`config.mk`:
```
export PLATFORM = sky130hd
export DESIGN_NAME = ccs_clock_gen_flat
export DESIGN_NICKNAME = d
export VERILOG_FILES = /design/src/hw/ccs_pkg.sv /design/src/hw/ccs_if.sv /design/src/hw/ccs_clock_gen.sv /design/src/flat_wrapper.sv
export SDC_FILE = /design/constraint.sdc
export NUM_CORES = 1
export LEC_CHECK = 0
export BUFFER_PORTS_ARGS = -buffer_cell sky130_fd_sc_hd__buf_2
export CAP_MARGIN = 20
export CORE_ASPECT_RATIO = 1.4
export CORE_UTILIZATION = 35
export CTS_CLUSTER_SIZE = 8
export DETAILED_ROUTE_END_ITERATION = 10
export MAX_ROUTING_LAYER = met4
export PLACE_DENSITY = 0.62
export RECOVER_POWER = 25
export SYNTH_ARGS = -nofsm -noshare
export SYNTH_HDL_FRONTEND = slang
export SYNTH_SLANG_ARGS = --single-unit
```
`constraint.sdc`:
```
create_clock -name SYS_CLK_I -period 3 [get_ports SYS_CLK_I]
set_clock_uncertainty 0.2 [all_clocks]
set_input_delay 0.3 -clock SYS_CLK_I [delete_from_list [all_inputs] [get_ports SYS_CLK_I]]
set_output_delay 0.3 -clock SYS_CLK_I [all_outputs]
set_load 0.01 [all_outputs]
```
`src/hw/ccs_pkg.sv`:
```
package ccs_pkg;
    // Register map
    localparam logic [15:0] CCS_CTRL_REG_ADDR = 16'hFFFB;
    localparam logic [7:0] CCS_CTRL_REG_RESET = 8'h04;
    localparam int CCS_BIT_OSC_STOP = 7;
    localparam int CCS_BIT_SRC_STAT = 5;
    localparam int CCS_BIT_SRC_SEL = 4;
    localparam int CCS_DIV_LSB = 0;
    localparam int CCS_DIV_W = 3;
    localparam logic [2:0] CCS_DIV_MAX = 3'h4;
    localparam logic [2:0] CCS_DIV_RESET = 3'h4;

    // Timing: main clock is modelled at the system clock rate
    localparam int CCS_SYS_FREQ_HZ = 20_000_000;
    localparam int CCS_STAB_EXP = 17;
    localparam int CCS_STAB_CYCLES = 2 ** CCS_STAB_EXP;
    localparam int CCS_SUB_FREQ_HZ = 40_000;
    localparam int CCS_SUB_DIV = CCS_SYS_FREQ_HZ / CCS_SUB_FREQ_HZ;
    localparam int CCS_SWITCH_TICKS = 16;

    // Controller register map on the user port
    localparam logic [3:0] CCS_H_REG_WR = 4'h0;
    localparam logic [3:0] CCS_H_BIT_WR = 4'h1;
    localparam logic [3:0] CCS_H_MODE = 4'h2;
    localparam logic [3:0] CCS_H_REG_RD = 4'h3;
    localparam logic [3:0] CCS_H_STATUS = 4'h4;
    localparam int CCS_MODE_EXT_MAIN = 0;
    localparam int CCS_MODE_CAN_EXT = 1;
    localparam int CCS_MODE_HALT = 2;
    localparam int CCS_MODE_STOP = 3;
    localparam logic [3:0] CCS_MODE_RESET = 4'h0;

    typedef enum logic [1:0] {
        CCS_SW_IDLE,
        CCS_SW_WAIT
    } ccs_sw_state_t;
endpackage : ccs_pkg

```
`src/hw/ccs_if.sv`:
```
`timescale 1ns/100ps
interface ccs_if;
    logic wr_byte;
    logic wr_bit;
    logic rd;
    logic [15:0] addr;
    logic [7:0] wdata;
    logic [2:0] bit_idx;
    logic bit_val;
    logic [7:0] rdata;
    logic halt;
    logic stop;
    logic cpu_run;
    logic cpu_clk_en;

    modport dev (
        input wr_byte, wr_bit, rd, addr, wdata, bit_idx, bit_val, halt, stop,
        output rdata, cpu_run, cpu_clk_en
    );
    modport host (
        output wr_byte, wr_bit, rd, addr, wdata, bit_idx, bit_val, halt, stop,
        input rdata, cpu_run, cpu_clk_en
    );
endinterface : ccs_if

```
`src/hw/ccs_clock_gen.sv`:
```
// Implementation choice: strobed register access.
`timescale 1ns/100ps
module ccs_clock_gen #(
    parameter int STAB_CYCLES = ccs_pkg::CCS_STAB_CYCLES,
    parameter int SUB_DIV = ccs_pkg::CCS_SUB_DIV,
    parameter int SWITCH_TICKS = ccs_pkg::CCS_SWITCH_TICKS
) (
    // Clock and reset
    input wire logic SYS_CLK_I,
    input wire logic RST_I,
    // CPU side
    ccs_if.dev BUS,
    // Clock consumers
    output logic MAIN_OSC_RUN_O,
    output logic MAIN_CLK_EN_O,
    output logic SUB_CLK_EN_O,
    output logic CPU_CLK_EN_O,
    output logic WDT_EN_O,
    output logic CLK_SRC_SUB_O
);
    import ccs_pkg::*;

    // Divider code to mask of low counter bits that must all be one
    function automatic logic [3:0] div_mask(input logic [2:0] code);
        case (code)
            3'h0: div_mask = 4'h0;
            3'h1: div_mask = 4'h1;
            3'h2: div_mask = 4'h3;
            3'h3: div_mask = 4'h7;
            default: div_mask = 4'hF;
        endcase
    endfunction : div_mask

    // Software-visible fields
    logic main_osc_stop_q;
    logic clock_source_select_q;
    logic [2:0] cpu_divider_sel_q;
    // Settings in force
    logic clock_source_status_q;
    logic [2:0] act_div_q;
    ccs_sw_state_t sw_q;
    logic [4:0] sw_cnt_q;
    // Oscillators and dividers
    logic osc_run_q;
    logic [17:0] stab_cnt_q;
    logic main_ready_q;
    logic cpu_run_q;
    logic [15:0] sub_cnt_q;
    logic sub_half_q;
    logic [3:0] main_div_q;
    logic [7:0] rdata_q;

    wire hit = BUS.addr == CCS_CTRL_REG_ADDR;
    wire byte_wr = BUS.wr_byte & hit;
    wire bit_wr = BUS.wr_bit & hit;
    wire [7:0] cur_val = {main_osc_stop_q, 1'b0, clock_source_status_q, clock_source_select_q, 1'b0,
                          cpu_divider_sel_q};
    // Bit write merges one bit into the current value
    wire [7:0] bit_val = (cur_val & ~(8'h01 << BUS.bit_idx)) | ({7'h00, BUS.bit_val} << BUS.bit_idx);
    wire [7:0] new_val = byte_wr ? BUS.wdata : bit_val;
    wire any_wr = byte_wr | bit_wr;
    wire [2:0] new_div = new_val[CCS_DIV_LSB +: CCS_DIV_W];
    // Prohibited codes above 100 leave the divider unchanged
    wire new_div_ok = new_div <= CCS_DIV_MAX;
    wire [2:0] nxt_div = new_div_ok ? new_div : cpu_divider_sel_q;

    wire sub_tick = sub_cnt_q == 16'(SUB_DIV - 1);
    wire main_tick = osc_run_q & main_ready_q;
    wire main_cpu_tick = main_tick & ((main_div_q & div_mask(act_div_q)) == div_mask(act_div_q));
    wire sub_cpu_tick = sub_tick & sub_half_q;
    wire cpu_tick = clock_source_status_q ? sub_cpu_tick : main_cpu_tick;
    wire setting_diff = (clock_source_select_q != clock_source_status_q) | (cpu_divider_sel_q != act_div_q);
    // Stop mode halts main oscillator; bit 7 only once on subsystem clock
    wire osc_run_d = ~BUS.stop & ~(main_osc_stop_q & clock_source_status_q);

    // Register fields
    always_ff @(posedge SYS_CLK_I or posedge RST_I) begin
        if (RST_I) begin
            main_osc_stop_q <= CCS_CTRL_REG_RESET[CCS_BIT_OSC_STOP];
            clock_source_select_q <= CCS_CTRL_REG_RESET[CCS_BIT_SRC_SEL];
            cpu_divider_sel_q <= CCS_DIV_RESET;
        end else if (any_wr) begin
            main_osc_stop_q <= new_val[CCS_BIT_OSC_STOP];
            clock_source_select_q <= new_val[CCS_BIT_SRC_SEL];
            cpu_divider_sel_q <= nxt_div;
        end
    end

    // Deferred switchover, counted on the old CPU clock
    always_ff @(posedge SYS_CLK_I or posedge RST_I) begin
        if (RST_I) begin
            sw_q <= CCS_SW_IDLE;
            sw_cnt_q <= 5'h00;
            clock_source_status_q <= 1'b0;
            act_div_q <= CCS_DIV_RESET;
        end else begin
            case (sw_q)
                CCS_SW_IDLE: begin
                    if (setting_diff) begin
                        sw_q <= CCS_SW_WAIT;
                        sw_cnt_q <= 5'(SWITCH_TICKS);
                    end
                end
                CCS_SW_WAIT: begin
                    if (any_wr) begin
                        sw_cnt_q <= 5'(SWITCH_TICKS);
                    end else if (cpu_tick && sw_cnt_q <= 5'h01) begin
                        clock_source_status_q <= clock_source_select_q;
                        act_div_q <= cpu_divider_sel_q;
                        sw_q <= CCS_SW_IDLE;
                    end else if (cpu_tick) begin
                        sw_cnt_q <= sw_cnt_q - 5'h01;
                    end
                end
                default: sw_q <= CCS_SW_IDLE;
            endcase
        end
    end

    // Oscillator control and stabilisation wait
    always_ff @(posedge SYS_CLK_I or posedge RST_I) begin
        if (RST_I) begin
            osc_run_q <= 1'b0;
            stab_cnt_q <= 18'h0_0000;
            main_ready_q <= 1'b0;
            cpu_run_q <= 1'b0;
        end else begin
            osc_run_q <= osc_run_d;
            if (!osc_run_q) begin
                stab_cnt_q <= 18'h0_0000;
                main_ready_q <= 1'b0;
            end else if (!main_ready_q) begin
                stab_cnt_q <= stab_cnt_q + 18'h0_0001;
                main_ready_q <= stab_cnt_q == 18'(STAB_CYCLES - 1);
            end
            if (main_ready_q) begin
                cpu_run_q <= 1'b1;
            end
        end
    end

    // Free-running subsystem divider; no control input reaches it
    always_ff @(posedge SYS_CLK_I or posedge RST_I) begin
        if (RST_I) begin
            sub_cnt_q <= 16'h0000;
            sub_half_q <= 1'b0;
        end else begin
            sub_cnt_q <= sub_tick ? 16'h0000 : sub_cnt_q + 16'h0001;
            if (sub_tick) begin
                sub_half_q <= ~sub_half_q;
            end
        end
    end

    // Main clock prescaler
    always_ff @(posedge SYS_CLK_I or posedge RST_I) begin
        if (RST_I) begin
            main_div_q <= 4'h0;
        end else if (main_tick) begin
            main_div_q <= main_div_q + 4'h1;
        end
    end

    // Read data stands in the cycle after the strobe
    always_ff @(posedge SYS_CLK_I or posedge RST_I) begin
        if (RST_I) begin
            rdata_q <= 8'h00;
        end else if (BUS.rd) begin
            rdata_q <= hit ? cur_val : 8'h00;
        end
    end

    wire cpu_en = cpu_tick & cpu_run_q & ~BUS.halt & ~BUS.stop;
    assign BUS.rdata = rdata_q;
    assign BUS.cpu_run = cpu_run_q;
    assign BUS.cpu_clk_en = cpu_en;
    assign MAIN_OSC_RUN_O = osc_run_q;
    assign MAIN_CLK_EN_O = main_tick;
    assign SUB_CLK_EN_O = sub_tick;
    assign CPU_CLK_EN_O = cpu_en;
    assign WDT_EN_O = cpu_en & ~clock_source_status_q;
    assign CLK_SRC_SUB_O = clock_source_status_q;
endmodule : ccs_clock_gen

```
`src/flat_wrapper.sv`:
```
// flat-port wrapper written by rule: the top's interface ports become plain ports
module ccs_clock_gen_flat import ccs_pkg::*;
#(
    parameter int STAB_CYCLES = ccs_pkg::CCS_STAB_CYCLES,
    parameter int SUB_DIV = ccs_pkg::CCS_SUB_DIV,
    parameter int SWITCH_TICKS = ccs_pkg::CCS_SWITCH_TICKS
)
  (SYS_CLK_I, RST_I, MAIN_OSC_RUN_O, MAIN_CLK_EN_O, SUB_CLK_EN_O, CPU_CLK_EN_O, WDT_EN_O, CLK_SRC_SUB_O, BUS_wr_byte, BUS_wr_bit, BUS_rd, BUS_addr, BUS_wdata, BUS_bit_idx, BUS_bit_val, BUS_halt, BUS_stop, BUS_rdata, BUS_cpu_run, BUS_cpu_clk_en);
  ccs_if BUS_i ();
  input wire logic SYS_CLK_I;
  input wire logic RST_I;
  output logic MAIN_OSC_RUN_O;
  output logic MAIN_CLK_EN_O;
  output logic SUB_CLK_EN_O;
  output logic CPU_CLK_EN_O;
  output logic WDT_EN_O;
  output logic CLK_SRC_SUB_O;
  input wire logic [$bits(BUS_i.wr_byte)-1:0] BUS_wr_byte;
  input wire logic [$bits(BUS_i.wr_bit)-1:0] BUS_wr_bit;
  input wire logic [$bits(BUS_i.rd)-1:0] BUS_rd;
  input wire logic [$bits(BUS_i.addr)-1:0] BUS_addr;
  input wire logic [$bits(BUS_i.wdata)-1:0] BUS_wdata;
  input wire logic [$bits(BUS_i.bit_idx)-1:0] BUS_bit_idx;
  input wire logic [$bits(BUS_i.bit_val)-1:0] BUS_bit_val;
  input wire logic [$bits(BUS_i.halt)-1:0] BUS_halt;
  input wire logic [$bits(BUS_i.stop)-1:0] BUS_stop;
  output wire logic [$bits(BUS_i.rdata)-1:0] BUS_rdata;
  output wire logic [$bits(BUS_i.cpu_run)-1:0] BUS_cpu_run;
  output wire logic [$bits(BUS_i.cpu_clk_en)-1:0] BUS_cpu_clk_en;
  assign BUS_i.wr_byte = BUS_wr_byte;
  assign BUS_i.wr_bit = BUS_wr_bit;
  assign BUS_i.rd = BUS_rd;
  assign BUS_i.addr = BUS_addr;
  assign BUS_i.wdata = BUS_wdata;
  assign BUS_i.bit_idx = BUS_bit_idx;
  assign BUS_i.bit_val = BUS_bit_val;
  assign BUS_i.halt = BUS_halt;
  assign BUS_i.stop = BUS_stop;
  assign BUS_rdata = BUS_i.rdata;
  assign BUS_cpu_run = BUS_i.cpu_run;
  assign BUS_cpu_clk_en = BUS_i.cpu_clk_en;
  ccs_clock_gen #(.STAB_CYCLES(STAB_CYCLES), .SUB_DIV(SUB_DIV), .SWITCH_TICKS(SWITCH_TICKS)) u_core (.SYS_CLK_I(SYS_CLK_I), .RST_I(RST_I), .BUS(BUS_i), .MAIN_OSC_RUN_O(MAIN_OSC_RUN_O), .MAIN_CLK_EN_O(MAIN_CLK_EN_O), .SUB_CLK_EN_O(SUB_CLK_EN_O), .CPU_CLK_EN_O(CPU_CLK_EN_O), .WDT_EN_O(WDT_EN_O), .CLK_SRC_SUB_O(CLK_SRC_SUB_O));
endmodule
```
* Yosys cells after proc, flatten, opt, wreduce, memory -nomap -nowiden
Index checks and enable logic that the tools add are counted.
** Operators by class
- Shift-type cells :: 2
- Bitwise logic cells :: 23
- Reductions and logical operators :: 8
- Add/subtract/negate cells :: 4
- Order comparisons :: 2
- Equality and inequality tests :: 16
- Muxes and demuxes :: 18
** Operator list (number)
- 18-bit 2-to-1 mux :: 2
- 5-bit 2-to-1 mux :: 4
- 18-bit by 1-bit adder with 18-bit output, second input constant :: 1
- 18-bit by 17-bit == test with 1-bit output, second input constant :: 1
- 16-bit by 1-bit adder with 16-bit output, second input constant :: 1
- 16-bit == test, second input constant :: 1
- 16-bit by 9-bit == test with 1-bit output, second input constant :: 1
- 16-bit 2-to-1 mux :: 1
- 8-bit 2-to-1 mux :: 2
- 4-bit one-hot mux with 4 select lines :: 1
- 1-bit AND :: 11
- 5-bit one-hot mux with 2 select lines :: 1
- 8-bit AND :: 1
- 8-bit inverter :: 1
- 8-bit OR :: 1
- 1-bit by 3-bit left shift with 8-bit output :: 1
- 1-bit by 3-bit left shift with 8-bit output, first input constant :: 1
- 3-bit by 2-bit == test with 1-bit output, second input constant :: 2
- 2-bit 2-to-1 mux :: 3
- 1-bit inverter :: 6
- 3-bit AND reduction :: 2
- 5-bit by 1-bit less-or-equal comparator with 1-bit output, second input constant :: 1
- 5-bit by 1-bit subtractor with 5-bit output, second input constant :: 1
- 4-bit by 1-bit adder with 4-bit output, second input constant :: 1
- 20 further kinds :: 25
** Storage, ports and cells
- Output and inout bits :: 16
- Word-level logic and storage cells :: 88
- Bits of input ports :: 35
- Register bits after elaboration :: 66

* Depth between registers and ports, before layout
Gate-level depths: netlist of the first run.
- Depth in word-level cells :: 10
- Gate-level depth with buffers :: 7
- Mapped depth without buffers :: 7

* Worst setup path after synthesis of the first run
No wires, ideal clock.
- Kind :: register to register
- Start :: register u_core.sub_cnt_q[0]
- End :: register u_core.clock_source_status_q, in the netlist u_core.CLK_SRC_SUB_O
- Period minus slack after synthesis :: 2.682 ns
- Arrival :: 2.356 ns
- Setup time :: 0.125 ns
- Path buffers :: 0
- Path slack :: 0.318 ns
- Cell stages (with the launch flop) :: 7
- Data required time :: 2.675 ns
- Path through :: dfrtp_1 ha_1 or4bb_1 nor4_4 a32oi_2 nor3b_4 mux2_4
** Between the ends
- Cells in the longest elaborated chain, start to end :: 5
** Ends and longest elaborated chain
- start, declared :: line ccs_clock_gen.sv:48 : logic [15:0] sub_cnt_q;
- start signal, assigned :: line ccs_clock_gen.sv:148 : sub_cnt_q <= sub_tick ? 16'h0000 : sub_cnt_q + 16'h0001;
- 16-bit by 9-bit == test with 1-bit output :: line ccs_clock_gen.sv:67 : wire sub_tick = sub_cnt_q == 16'(SUB_DIV - 1);
- 1-bit AND :: line ccs_clock_gen.sv:70 : wire sub_cpu_tick = sub_tick & sub_half_q;
- 1-bit 2-to-1 mux :: line ccs_clock_gen.sv:71 : wire cpu_tick = clock_source_status_q ? sub_cpu_tick : main_cpu_tick;
- 1-bit logical AND :: line ccs_clock_gen.sv:107 : end else if (cpu_tick && sw_cnt_q <= 5'h01) begin
- 3-bit AND reduction (no line)
- end signal, assigned :: line ccs_clock_gen.sv:108 : clock_source_status_q <= clock_source_select_q;
- end, declared :: line ccs_clock_gen.sv:39 : logic clock_source_status_q;
Every way passes these cells.
A chain may end at the register's enable or synchronous reset.

* Worst setup path in the final report of the first run
- Start :: register u_core.sub_cnt_q[0]
- End :: output port BUS_cpu_clk_en
** Between the ends
- Cells in the longest elaborated chain, start to end :: 6
** Ends and longest elaborated chain
- 16-bit by 9-bit == test with 1-bit output :: line ccs_clock_gen.sv:67
- 1-bit AND :: line ccs_clock_gen.sv:70
- 1-bit 2-to-1 mux :: line ccs_clock_gen.sv:71
- 1-bit AND (3 in series) :: line ccs_clock_gen.sv:173 : wire cpu_en = cpu_tick & cpu_run_q & ~BUS.halt & ~BUS.stop;
- end, declared :: line flat_wrapper.sv:29 : output wire logic [$bits(BUS_i.cpu_clk_en)-1:0] BUS_cpu_clk_en;
Every way passes these cells.

==> impl_metrics.json, run 1 <==
{
  "status": "completed",
  "grt_pass1_wl_mm": 10.81,
  "cp_data_arrival_time_ns": 2.27,
  "drt_pre_antenna_iters": 4,
  "drc_errors": 0,
  "crit_path_end_kind": "output port",
  "synth_warnings": 0,
  "synthDistinctLibCells": 55,
  "rr_startpoint": "u_core.sub_cnt_q[0]",
  "r2r_setup_slack_ns": 0.36,
  "post_synth_instance_area_mm2": 0.003269,
  "total_switching_power_uw": 398.1,
  "total_leakage_power_uw": 0.001845,
  "maximum_number_of_pins_on_one_net_before_global_route_repair": 33,
  "drt.antenna.violating_nets": 0,
  "tritoncts.num_buffers": 9,
  "yosys.area.top_type": "sky130_fd_sc_hd__dfrtp_1",
  "internal_power_uw": 1592,
  "synth_fa_ha_area_share_pct": 1.914,
  "rsz0062_at_grt": "false",
  "worstMarginPinSlew_ns": 1.195,
  "die_footprint_mm2": 0.009737,
  "viasPerCell": 5.028,
  "antenna_violations_before_repair": 0,
  "top_level_ports": 51,
  "yosys.area_share.simple_pct": 25.18,
  "syn_area_per_cell_um2": 10.03,
  "setup_tns_ns": 0,
  "initial_core_util_pct": 36.21,
  "timing.final.setup_violations": 0,
  "clk-insertion-delay-late_ns": 0.32,
  "num-fill-cells": 890,
  "routed_wire_length_per_instance_um": 12.68,
  "cts_root_buf": "sky130_fd_sc_hd__clkbuf_16",
  "global_route.usage.total_pct": 14.26,
  "leading_cell_types_in_the_layout_fill_and_taps_excluded": "61 x sky130_fd_sc_hd__dfrtp_1, 37 x sky130_fd_sc_hd__buf_2, 29 x sky130_fd_sc_hd__nand2_1, 23 x sky130_fd_sc_hd__nor2_1, 22 x sky130_fd_sc_hd__xnor2_1",
  "worstPathRequired_ns": 2.50,
  "regArea_mm2": 0.001579,
  "min_period_over_period_pct": 92.48,
  "synthArstFlopShare_pct": 100.0,
  "die_w_um": 83.69,
  "worstPathCellList": "ha_1 -> or4bb_1 -> nor4_4 -> a32oi_2 -> nor2_1 -> buf_2",
  "timing.reg2reg.worst_path_depth": 6,
  "grt.overflow.total": 0,
  "critPathMaxStageDelay_ns": 0.55,
  "post-route-min-period_ns": 2.774,
  "fmax_ghz": 0.3605,
  "p_total_uw": 1990,
  "die_height_um": 116.4,
  "worstSetupStartpointType": "flip-flop",
  "detailed_place_hpwl_mm": 4.663,
  "ctsLongestPathBuffers": 2,
  "switching_share_pct": 20.00,
  "fin_hold_ws_ns": 0.04035,
  "routed-via-count": 2499,
  "finalHoldViolations": 0,
  "final-instance-count-excl-fill": 497,
  "vdd_drop_max_mv": 0.3721,
  "number_of_synthesized_flops_with_an_enable_pin": 0,
  "hold_sp": "BUS_rd",
  "synth_cells": 326,
  "worst-setup-path-type": "flip-flop to output port",
  "timing_max_transition_violations_final": 0,
  "clk_pin_slew_ns": 0.05,
  "post_cts_resize_count": 0,
  "netlist_top_cells_area": "sky130_fd_sc_hd__dfrtp_1 47%, sky130_fd_sc_hd__xnor2_1 5.9%, sky130_fd_sc_hd__xor2_1 4.0%, sky130_fd_sc_hd__and2_1 3.4%, sky130_fd_sc_hd__nand2_1 3.3%",
  "hp-class": "input pin to flip-flop",
  "synth.ff_latch_count": 63,
  "wirelength_mm": 6.302,
  "hold_path_depth": 2,
  "vias_in_the_first_global_route": 2427,
  "cts_num_sinks": 63,
  "combined_area_of_the_multi_input_logic_cells_mm2": 0.001604,
  "antennaDiodeCount": 0,
  "cts_tree": "built",
  "seq_area_frac_synth_pct": 48.30,
  "synthToLayoutAreaGrowth_pct": 21.24,
  "min_to": "u_core.BUS.rdata[7]",
  "final_net_count": 425,
  "drt-initial-drc-count": 129,
  "slowest_stage_cell_on_the_critical_path": "sky130_fd_sc_hd__or4bb_1",
  "maxCapViolCount": 0,
  "r2r_end": "u_core.act_div_q[1]",
  "slew_headroom_pct": 20.25,
  "core_mm2": 0.009029,
  "power_frac_clock_pct": 53.3,
  "dominant_combinational_cell_family_by_area_after_synthesis": "simple AND/OR/NAND/NOR gates",
  "power.share.sequential_pct": 43.1,
  "power_frac_comb_pct": 3.5,
  "p_per_area_mw_per_mm2": 502.1,
  "cp_top_delay_family": "simple AND/OR/NAND/NOR gates",
  "synth.area.mux_share_pct": 2.449,
  "clock_tree.htree_level_count": 3,
  "io_buffers": 45,
  "ys_dominant_reg_cell": "sky130_fd_sc_hd__dfrtp_1",
  "cp.buffers_inverters": 1,
  "mostFrequentLayoutCell": "sky130_fd_sc_hd__dfrtp_1",
  "gp_routability_congestion": 0.8104,
  "placement_rows": 41,
  "synth_top_area_share_pct": 46.69,
  "synth-compound-area-share_pct": 9.376,
  "placedCellCount": 479,
  "critPathMaxFanout": 4,
  "utilization_pct": 43.90,
  "layout-drive-gt1-share_pct": 19.49,
  "synth_xor_area_share_pct": 9.912
}
[sequential cells by signal, summed over array words and instances (netlist names)]
signal	flops
u_core.main_div_q	4
u_core.sub_half_q	1
u_core.sw_q	1
u_core.CLK_SRC_SUB_O	1
u_core.act_div_q	3
u_core.clock_source_select_q	1
u_core.cpu_divider_sel_q	3
u_core.sw_cnt_q	5
u_core.BUS.cpu_run	1
u_core.stab_cnt_q	18
u_core.BUS.rdata	6
u_core.main_osc_stop_q	1
u_core.main_ready_q	1
u_core.sub_cnt_q	16
u_core.MAIN_OSC_RUN_O	1
[per-stage QoR]
step / worst slack [ns] / area [um2]
2_1_floorplan: 0.3185 / 3273
3_3_place_gp: 0.3933 / 3651
3_5_place_dp: 0.3344 / 3651
4_1_cts: 0.1858 / 3981
5_1_grt: 0.1120 / 3964
6_report: 0.2257 / 3964
[worst register-to-register path: cells and delay by family (launching register included)]
family	cells	cell delay, ns
DFF	1	0.39
AOI/OAI and AO/OA	1	0.20
muxes	1	0.33
adders and majority gates	1	0.24
and+or+nand+nor	3	1.17
[synth_stat cells (2+ instances only)]
library cell / number
sky130_fd_sc_hd__mux2_4: 4
sky130_fd_sc_hd__xnor2_1: 22
sky130_fd_sc_hd__and3_1: 7
sky130_fd_sc_hd__nor2b_1: 3
sky130_fd_sc_hd__o21ai_0: 13
sky130_fd_sc_hd__and4_1: 2
sky130_fd_sc_hd__a31oi_1: 3
sky130_fd_sc_hd__nor3_1: 7
sky130_fd_sc_hd__nand4_1: 10
sky130_fd_sc_hd__mux2i_1: 2
sky130_fd_sc_hd__ha_1: 5
sky130_fd_sc_hd__o22ai_1: 3
sky130_fd_sc_hd__dfrtp_1: 61
sky130_fd_sc_hd__o31ai_1: 2
sky130_fd_sc_hd__nor2_1: 23
sky130_fd_sc_hd__and2b_2: 2
sky130_fd_sc_hd__inv_1: 12
sky130_fd_sc_hd__nor3b_1: 4
sky130_fd_sc_hd__a21oi_1: 10
sky130_fd_sc_hd__xor2_1: 15
sky130_fd_sc_hd__or3_1: 5
sky130_fd_sc_hd__nor4_1: 6
sky130_fd_sc_hd__dfstp_2: 2
sky130_fd_sc_hd__a21boi_0: 2
sky130_fd_sc_hd__clkbuf_1: 5
sky130_fd_sc_hd__buf_4: 3
sky130_fd_sc_hd__o211ai_1: 3
sky130_fd_sc_hd__nand2_1: 29
sky130_fd_sc_hd__and2_1: 18
sky130_fd_sc_hd__o21a_1: 4
sky130_fd_sc_hd__nand3_1: 15
[final cells by class]
type / count / area share [%]
Sequential cell: 63 / 39.84
Tap cell: 107 / 3.378
Timing Repair Buffer: 55 / 7.260
Multi-Input combinational cell: 243 / 40.47
Clock buffer: 13 / 6.818
Inverter: 13 / 1.231
Clock inverter: 3 / 1.010
[timing repair]
| item | in CTS | in global routing |
|---|---|---|
| hold buffers | 2 | 0 |
| endpoints found under the hold margin | 29 | 0 |
| buffers inserted | 0 | 0 |
[cells by family (layout without fill, tap and decap cells)]
kind of cell / after synthesis / in the layout
DFF: 63 / 63
and+or+nand+nor: 145 / 145
muxes: 6 / 6
adders and majority gates: 5 / 5
other: 1 / 2
xor gates and xnor gates: 37 / 37
buffers and inverters: 21 / 84
AOI/OAI and AO/OA: 48 / 48
[layer usage]
layer	GRT usage, %	vias to the layer above	share of wire, %	wire length [um]
met5	-	-	0	0
met4	5.085	0	1.3	81
li1	-	1258	-	-
met1	16.01	1187	42	2678
met2	25.37	46	53	3349
met3	2.756	8	3.0	192
[power groups by stage]
stage / Combinational [uW] / Clock, uW / Sequential [uW]
final: 70.6 / 1060 / 859
after detailed placement: 70.9 / 0 / 873
after global placement: 69.2 / 0 / 873
after global routing: 81.6 / 1110 / 858
after CTS: 73.3 / 1080 / 858
after floorplan: 35.0 / 0 / 873
[worst max path at each step]
stage / start / to / slack [ns] / cells past startpoint
after floorplan: u_core.sub_cnt_q[0] / u_core.CLK_SRC_SUB_O / 0.32 / 6
after global placement: u_core.sub_cnt_q[0] / u_core.CLK_SRC_SUB_O / 0.39 / 6
after detailed placement: u_core.sub_cnt_q[0] / u_core.act_div_q[1] / 0.33 / 6
after CTS: u_core.sub_cnt_q[0] / BUS_cpu_clk_en / 0.19 / 6
after global routing: u_core.sub_cnt_q[0] / BUS_cpu_clk_en / 0.11 / 6
final: u_core.sub_cnt_q[0] / BUS_cpu_clk_en / 0.23 / 6
Power figures use the tool's default switching activity.
==> run 2, diff against run 1 <==
--- a/config.mk
+++ b/config.mk
@@ -8,11 +8,11 @@
 export BUFFER_PORTS_ARGS = -buffer_cell sky130_fd_sc_hd__buf_2
 export CAP_MARGIN = 20
 export CORE_ASPECT_RATIO = 1.4
-export CORE_UTILIZATION = 35
+export CORE_UTILIZATION = 55
 export CTS_CLUSTER_SIZE = 8
 export DETAILED_ROUTE_END_ITERATION = 10
 export MAX_ROUTING_LAYER = met4
-export PLACE_DENSITY = 0.62
+export PLACE_DENSITY = 0.87
 export RECOVER_POWER = 25
 export SYNTH_ARGS = -nofsm -noshare
 export SYNTH_HDL_FRONTEND = slang
==> impl_metrics.json, run 2 (same netlist as run 1, synthesis figures left out) <==
{
  "clk_pin_slew_ns": 0.06,
  "total_leakage_power_uw": 0.001801,
  "min_period_over_period_pct": 92.78,
  "drt-initial-drc-count": 94,
  "status": "completed",
  "cts_root_buf": "sky130_fd_sc_hd__clkbuf_8",
  "hold_sp": "BUS_rd",
  "timing_max_transition_violations_final": 0,
  "timing.critical_path.depth": 6,
  "routed_wire_length_per_instance_um": 13.95,
  "hold_path_depth": 2,
  "final_net_count": 423,
  "timing.reg2reg.worst_path_depth": 6,
  "routed-via-count": 2551,
  "grt.overflow.total": 0,
  "leading_cell_types_in_the_layout_fill_and_taps_excluded": "61 x sky130_fd_sc_hd__dfrtp_1, 44 x sky130_fd_sc_hd__buf_2, 29 x sky130_fd_sc_hd__nand2_1, 23 x sky130_fd_sc_hd__nor2_1, 22 x sky130_fd_sc_hd__xnor2_1",
  "placement_rows": 32,
  "p_per_area_mw_per_mm2": 413.2,
  "cp_data_arrival_time_ns": 2.28,
  "gp_routability_congestion": 0.8451,
  "max_reg_flops": 18,
  "die_w_um": 67.16,
  "post_cts_resize_count": 0,
  "detailed_place_hpwl_mm": 4.557,
  "vdd_drop_max_mv": 0.2766,
  "r2r_setup_slack_ns": 0.35,
  "synthToLayoutAreaGrowth_pct": 15.19,
  "wirelength_mm": 6.333,
  "ctsLongestPathBuffers": 2,
  "drc_errors": 0,
  "setup_tns_ns": 0,
  "worstMarginPinSlew_ns": 1.171,
  "cp_top_delay_family": "simple AND/OR/NAND/NOR gates",
  "die_height_um": 93.23,
  "die_footprint_mm2": 0.006261,
  "initial_core_util_pct": 58.33,
  "rsz0062_at_grt": "false",
  "cp.buffers_inverters": 1,
  "critPathMaxFanout": 4,
  "drt.antenna.violating_nets": 0,
  "cts_post_setup_buffers_inserted": 0,
  "antennaDiodeCount": 0,
  "worstSetupStartpointType": "flip-flop",
  "cts_num_sinks": 63,
  "hold_buffers": 2,
  "critPathMaxStageDelay_ns": 0.55,
  "drt_pre_antenna_iters": 4,
  "global_route.usage.total_pct": 23.60,
  "io_buffers": 45,
  "worstPathCellList": "ha_1 -> or4bb_1 -> nor4_4 -> a32oi_2 -> nor2_1 -> buf_2",
  "rr_startpoint": "u_core.sub_cnt_q[0]",
  "grt_pass1_wl_mm": 10.62,
  "vias_in_the_first_global_route": 2518,
  "fmax_ghz": 0.3593,
  "antenna_violations_before_repair": 0,
  "core_mm2": 0.005605,
  "crit_path_end_kind": "output port",
  "fin_hold_ws_ns": 0.01680,
  "viasPerCell": 5.619,
  "maximum_number_of_pins_on_one_net_before_global_route_repair": 33,
  "hp-class": "input pin to flip-flop",
  "clock_tree.htree_level_count": 3,
  "r2r_end": "u_core.CLK_SRC_SUB_O",
  "cts_tree": "built",
  "largest-register": "u_core.stab_cnt_q",
  "slew_headroom_pct": 21.84,
  "tritoncts.num_buffers": 9,
  "clk-insertion-delay-late_ns": 0.34,
  "finalHoldViolations": 0,
  "worst-setup-path-type": "flip-flop to output port",
  "worstPathRequired_ns": 2.50,
  "slowest_stage_cell_on_the_critical_path": "sky130_fd_sc_hd__or4bb_1",
  "timing.final.setup_violations": 0,
  "mostFrequentLayoutCell": "sky130_fd_sc_hd__dfrtp_1",
  "layout-drive-gt1-share_pct": 20.47,
  "post-route-min-period_ns": 2.784,
  "top_level_ports": 51,
  "maxCapViolCount": 0,
  "min_to": "u_core.BUS.rdata[0]"
}
run 2: worst max path at each step:
stage,slack [ns],to,start
6_report,0.22,BUS_cpu_clk_en,u_core.sub_cnt_q[0]
5_1_grt,0.09,BUS_cpu_clk_en,u_core.sub_cnt_q[0]
4_1_cts,0.20,BUS_cpu_clk_en,u_core.sub_cnt_q[0]
3_5_place_dp,0.39,u_core.act_div_q[0],u_core.sub_cnt_q[0]
3_3_place_gp,0.41,u_core.CLK_SRC_SUB_O,u_core.sub_cnt_q[0]
2_1_floorplan,0.32,u_core.CLK_SRC_SUB_O,u_core.sub_cnt_q[0]
run 2: layer usage:
| layer | track usage, % | vias up | part of all wire (%) | wire [um] |
|---|---|---|---|---|
| met5 | - | - | 0 | 0 |
| met4 | 12.23 | 0 | 2.7 | 171 |
| met3 | 5.854 | 12 | 3.7 | 234 |
| met2 | 39.08 | 64 | 51 | 3260 |
| met1 | 25.53 | 1227 | 42 | 2667 |
| li1 | - | 1248 | - | - |
run 2: layout make-up:
class / instances / area [um2]
Clock buffer: 13 / 158.9
Tap cell: 68 / 85.08
Clock inverter: 1 / 5.005
Fill cell: 434 / 1839
Multi-Input combinational cell: 243 / 1604
Sequential cell: 63 / 1579
Inverter: 13 / 48.80
Timing Repair Buffer: 53 / 285.3
run 2: where the power goes:
part	total, uW	internal (uW)	switching (uW)
clock network	628	335	293
logic	70.6	29.8	40.8
registers	858	854	3.55
run 2: through the flow:
step | utilization (%) | worst slack (ns) | total power [uW] | instances | area (um2)
after CTS | 67.28 | 0.1964 | 1571 | 454 | 3771
after global routing | 67.19 | 0.08741 | 1611 | 454 | 3766
after floorplan | - | 0.3185 | 907.7 | 327 | 3273
after detailed placement | 64.00 | 0.3884 | 943.1 | 438 | 3587
after global placement | 64.00 | 0.4107 | 940.6 | 438 | 3587
final | 67.19 | 0.2165 | 1556 | 454 | 3766
==> run 3, diff against run 2 <==
--- a/config.mk
+++ b/config.mk
@@ -8,12 +8,12 @@
 export BUFFER_PORTS_ARGS = -buffer_cell sky130_fd_sc_hd__buf_2
 export CAP_MARGIN = 20
 export CORE_ASPECT_RATIO = 1.4
+export CORE_MARGIN = 2
 export CORE_UTILIZATION = 55
 export CTS_CLUSTER_SIZE = 8
 export DETAILED_ROUTE_END_ITERATION = 10
 export MAX_ROUTING_LAYER = met4
 export PLACE_DENSITY = 0.87
-export RECOVER_POWER = 25
 export SYNTH_ARGS = -nofsm -noshare
 export SYNTH_HDL_FRONTEND = slang
 export SYNTH_SLANG_ARGS = --single-unit
==> impl_metrics.json, run 3 (same netlist as run 1, synthesis figures left out) <==
{
  "die_footprint_mm2": 0.006586,
  "slew_headroom_pct": 60.51,
  "core_mm2": 0.005822,
  "cts_tree": "built",
  "clk-insertion-delay-late_ns": 0.34,
  "timing.final.setup_violations": 0,
  "ctsLongestPathBuffers": 2,
  "detailed_place_hpwl_mm": 4.682,
  "switching_share_pct": 20.42,
  "timing.final.ws_setup_ns": 0.2151,
  "clock_tree.htree_level_count": 3,
  "cp.buffers_inverters": 1,
  "clk_pin_slew_ns": 0.06,
  "viasPerCell": 5.659,
  "critPathMaxStageDelay_ns": 0.54,
  "drt_pre_antenna_iters": 4,
  "top_level_ports": 51,
  "setup_tns_ns": 0,
  "global_route.usage.total_pct": 21.59,
  "worstMarginPinSlew_ns": 0.5870,
  "grt.overflow.total": 0,
  "layout-drive-gt1-share_pct": 21.65,
  "antenna_violations_before_repair": 0,
  "max_reg_flops": 18,
  "maximum_number_of_pins_on_one_net_before_global_route_repair": 30,
  "cts_post_setup_buffers_inserted": 0,
  "slowest_stage_cell_on_the_critical_path": "sky130_fd_sc_hd__or4bb_1",
  "tritoncts.num_buffers": 9,
  "hp-class": "input pin to flip-flop",
  "maxCapViolCount": 0,
  "finalHoldViolations": 0,
  "total_leakage_power_uw": 0.001834,
  "placement_rows": 33,
  "power_frac_comb_pct": 4.2,
  "drt-initial-drc-count": 121,
  "vias_in_the_first_global_route": 2552,
  "die_height_um": 95.23,
  "cp_data_arrival_time_ns": 2.28,
  "initial_core_util_pct": 56.16,
  "leading_cell_types_in_the_layout_fill_and_taps_excluded": "61 x sky130_fd_sc_hd__dfrtp_1, 45 x sky130_fd_sc_hd__buf_2, 29 x sky130_fd_sc_hd__nand2_1, 23 x sky130_fd_sc_hd__nor2_1, 22 x sky130_fd_sc_hd__xnor2_1",
  "io_buffers": 45,
  "routed-via-count": 2592,
  "crit_path_end_kind": "output port",
  "wirelength_mm": 6.341,
  "gp_routability_congestion": 0.7952,
  "critPathMaxFanout": 4,
  "worstPathCellList": "ha_1 -> or4bb_1 -> nor4_4 -> a32oi_2 -> nor2_1 -> buf_2",
  "worst-setup-path-type": "flip-flop to output port",
  "rsz0062_at_grt": "false",
  "drt.antenna.violating_nets": 0,
  "grt_pass1_wl_mm": 10.98,
  "routed_wire_length_per_instance_um": 13.84,
  "worstPathRequired_ns": 2.50,
  "antennaDiodeCount": 0,
  "largest-register": "u_core.stab_cnt_q",
  "internal_power_uw": 1368,
  "power_frac_clock_pct": 45.9,
  "total_switching_power_uw": 351.0,
  "power.share.sequential_pct": 49.9,
  "mostFrequentLayoutCell": "sky130_fd_sc_hd__dfrtp_1",
  "vdd_drop_max_mv": 0.2873,
  "worstSetupStartpointType": "flip-flop",
  "die_w_um": 69.16,
  "synthToLayoutAreaGrowth_pct": 17.18,
  "cts_root_buf": "sky130_fd_sc_hd__clkbuf_8",
  "drc_errors": 0,
  "status": "completed",
  "worst_setup_slack_before_clock_tree_synthesis_ns": 0.3416,
  "fmax_ghz": 0.3591,
  "final_net_count": 424,
  "timing_max_transition_violations_final": 0,
  "cp_top_delay_family": "simple AND/OR/NAND/NOR gates",
  "min_period_over_period_pct": 92.83,
  "cts_num_sinks": 63,
  "post-route-min-period_ns": 2.785,
  "p_per_area_mw_per_mm2": 448.6
}
==> run 3: cell type report <==
class	instances	area, um2
clock buffer	11	141.4
clock inverter	4	70.07
fill	413	1991
inverter	13	48.80
multi-input combinational	243	1604
sequential	63	1579
tap	70	87.58
timing repair buffer	54	300.3
==> run 3: per-layer routing <==
metal	up-vias	GRT usage, %	wire length [um]
met5	-	-	0
met4	0	8.824	120
met2	58	39.66	3447
met1	1267	22.63	2551
li1	1255	-	-
met3	12	4.440	222
==> run 3: power by group through the flow <==
stage | sequential, uW | combinational (uW) | clock, uW
after floorplan | 873 | 35.0 | 0
final | 857 | 71.8 | 790
after CTS | 857 | 73.8 | 804
after detailed placement | 873 | 70.4 | 0
after global placement | 872 | 68.4 | 0
after global routing | 857 | 82.4 | 837
==> run 3: path summary, 6_finish.rpt <==
check	startpoint	endpoint	slack [ns]	depth (start not counted)
worst max-delay path	u_core.sub_cnt_q[0]	CPU_CLK_EN_O	0.22	6
max in group asynchronous	RST_I	u_core.stab_cnt_q[15]	1.66	4
worst min register to register	u_core.sub_cnt_q[15]	u_core.sub_cnt_q[15]	0.28	1
min in group asynchronous	RST_I	u_core.sub_cnt_q[15]	0.27	3
worst min-delay path	BUS_wdata[2]	u_core.cpu_divider_sel_q[2]	0.1	3
worst max register to register	u_core.sub_cnt_q[0]	u_core.CLK_SRC_SUB_O	0.33	6
==> run 3: timing repair <==
item	CTS	global route
gates resized for setup	0	0
hold buffers	3	0
endpoints found under the hold margin	15	0
==> run 3: worst register-to-register path, cell delays in order, from the launching register on <==
cell	delay, ns
sky130_fd_sc_hd__dfrtp_1	0.39
sky130_fd_sc_hd__ha_1	0.24
sky130_fd_sc_hd__or4bb_1	0.54
sky130_fd_sc_hd__nor4_4	0.23
sky130_fd_sc_hd__a32oi_2	0.21
sky130_fd_sc_hd__nor3b_4	0.41
sky130_fd_sc_hd__mux2_4	0.34
==> run 3: per-stage QoR <==
stage	power, uW	instance area, um2	util, %	std cells	hold slack [ns]
3_5_place_dp	943.4	3590	61.66	440	0.09200
5_1_grt	1777	3831	65.81	458	0.1116
6_report	1719	3831	65.81	458	0.09988
4_1_cts	1735	3831	65.81	458	0.08597
3_3_place_gp	940.8	3590	61.66	440	0.08984
2_1_floorplan	907.7	3273	-	327	0.1631
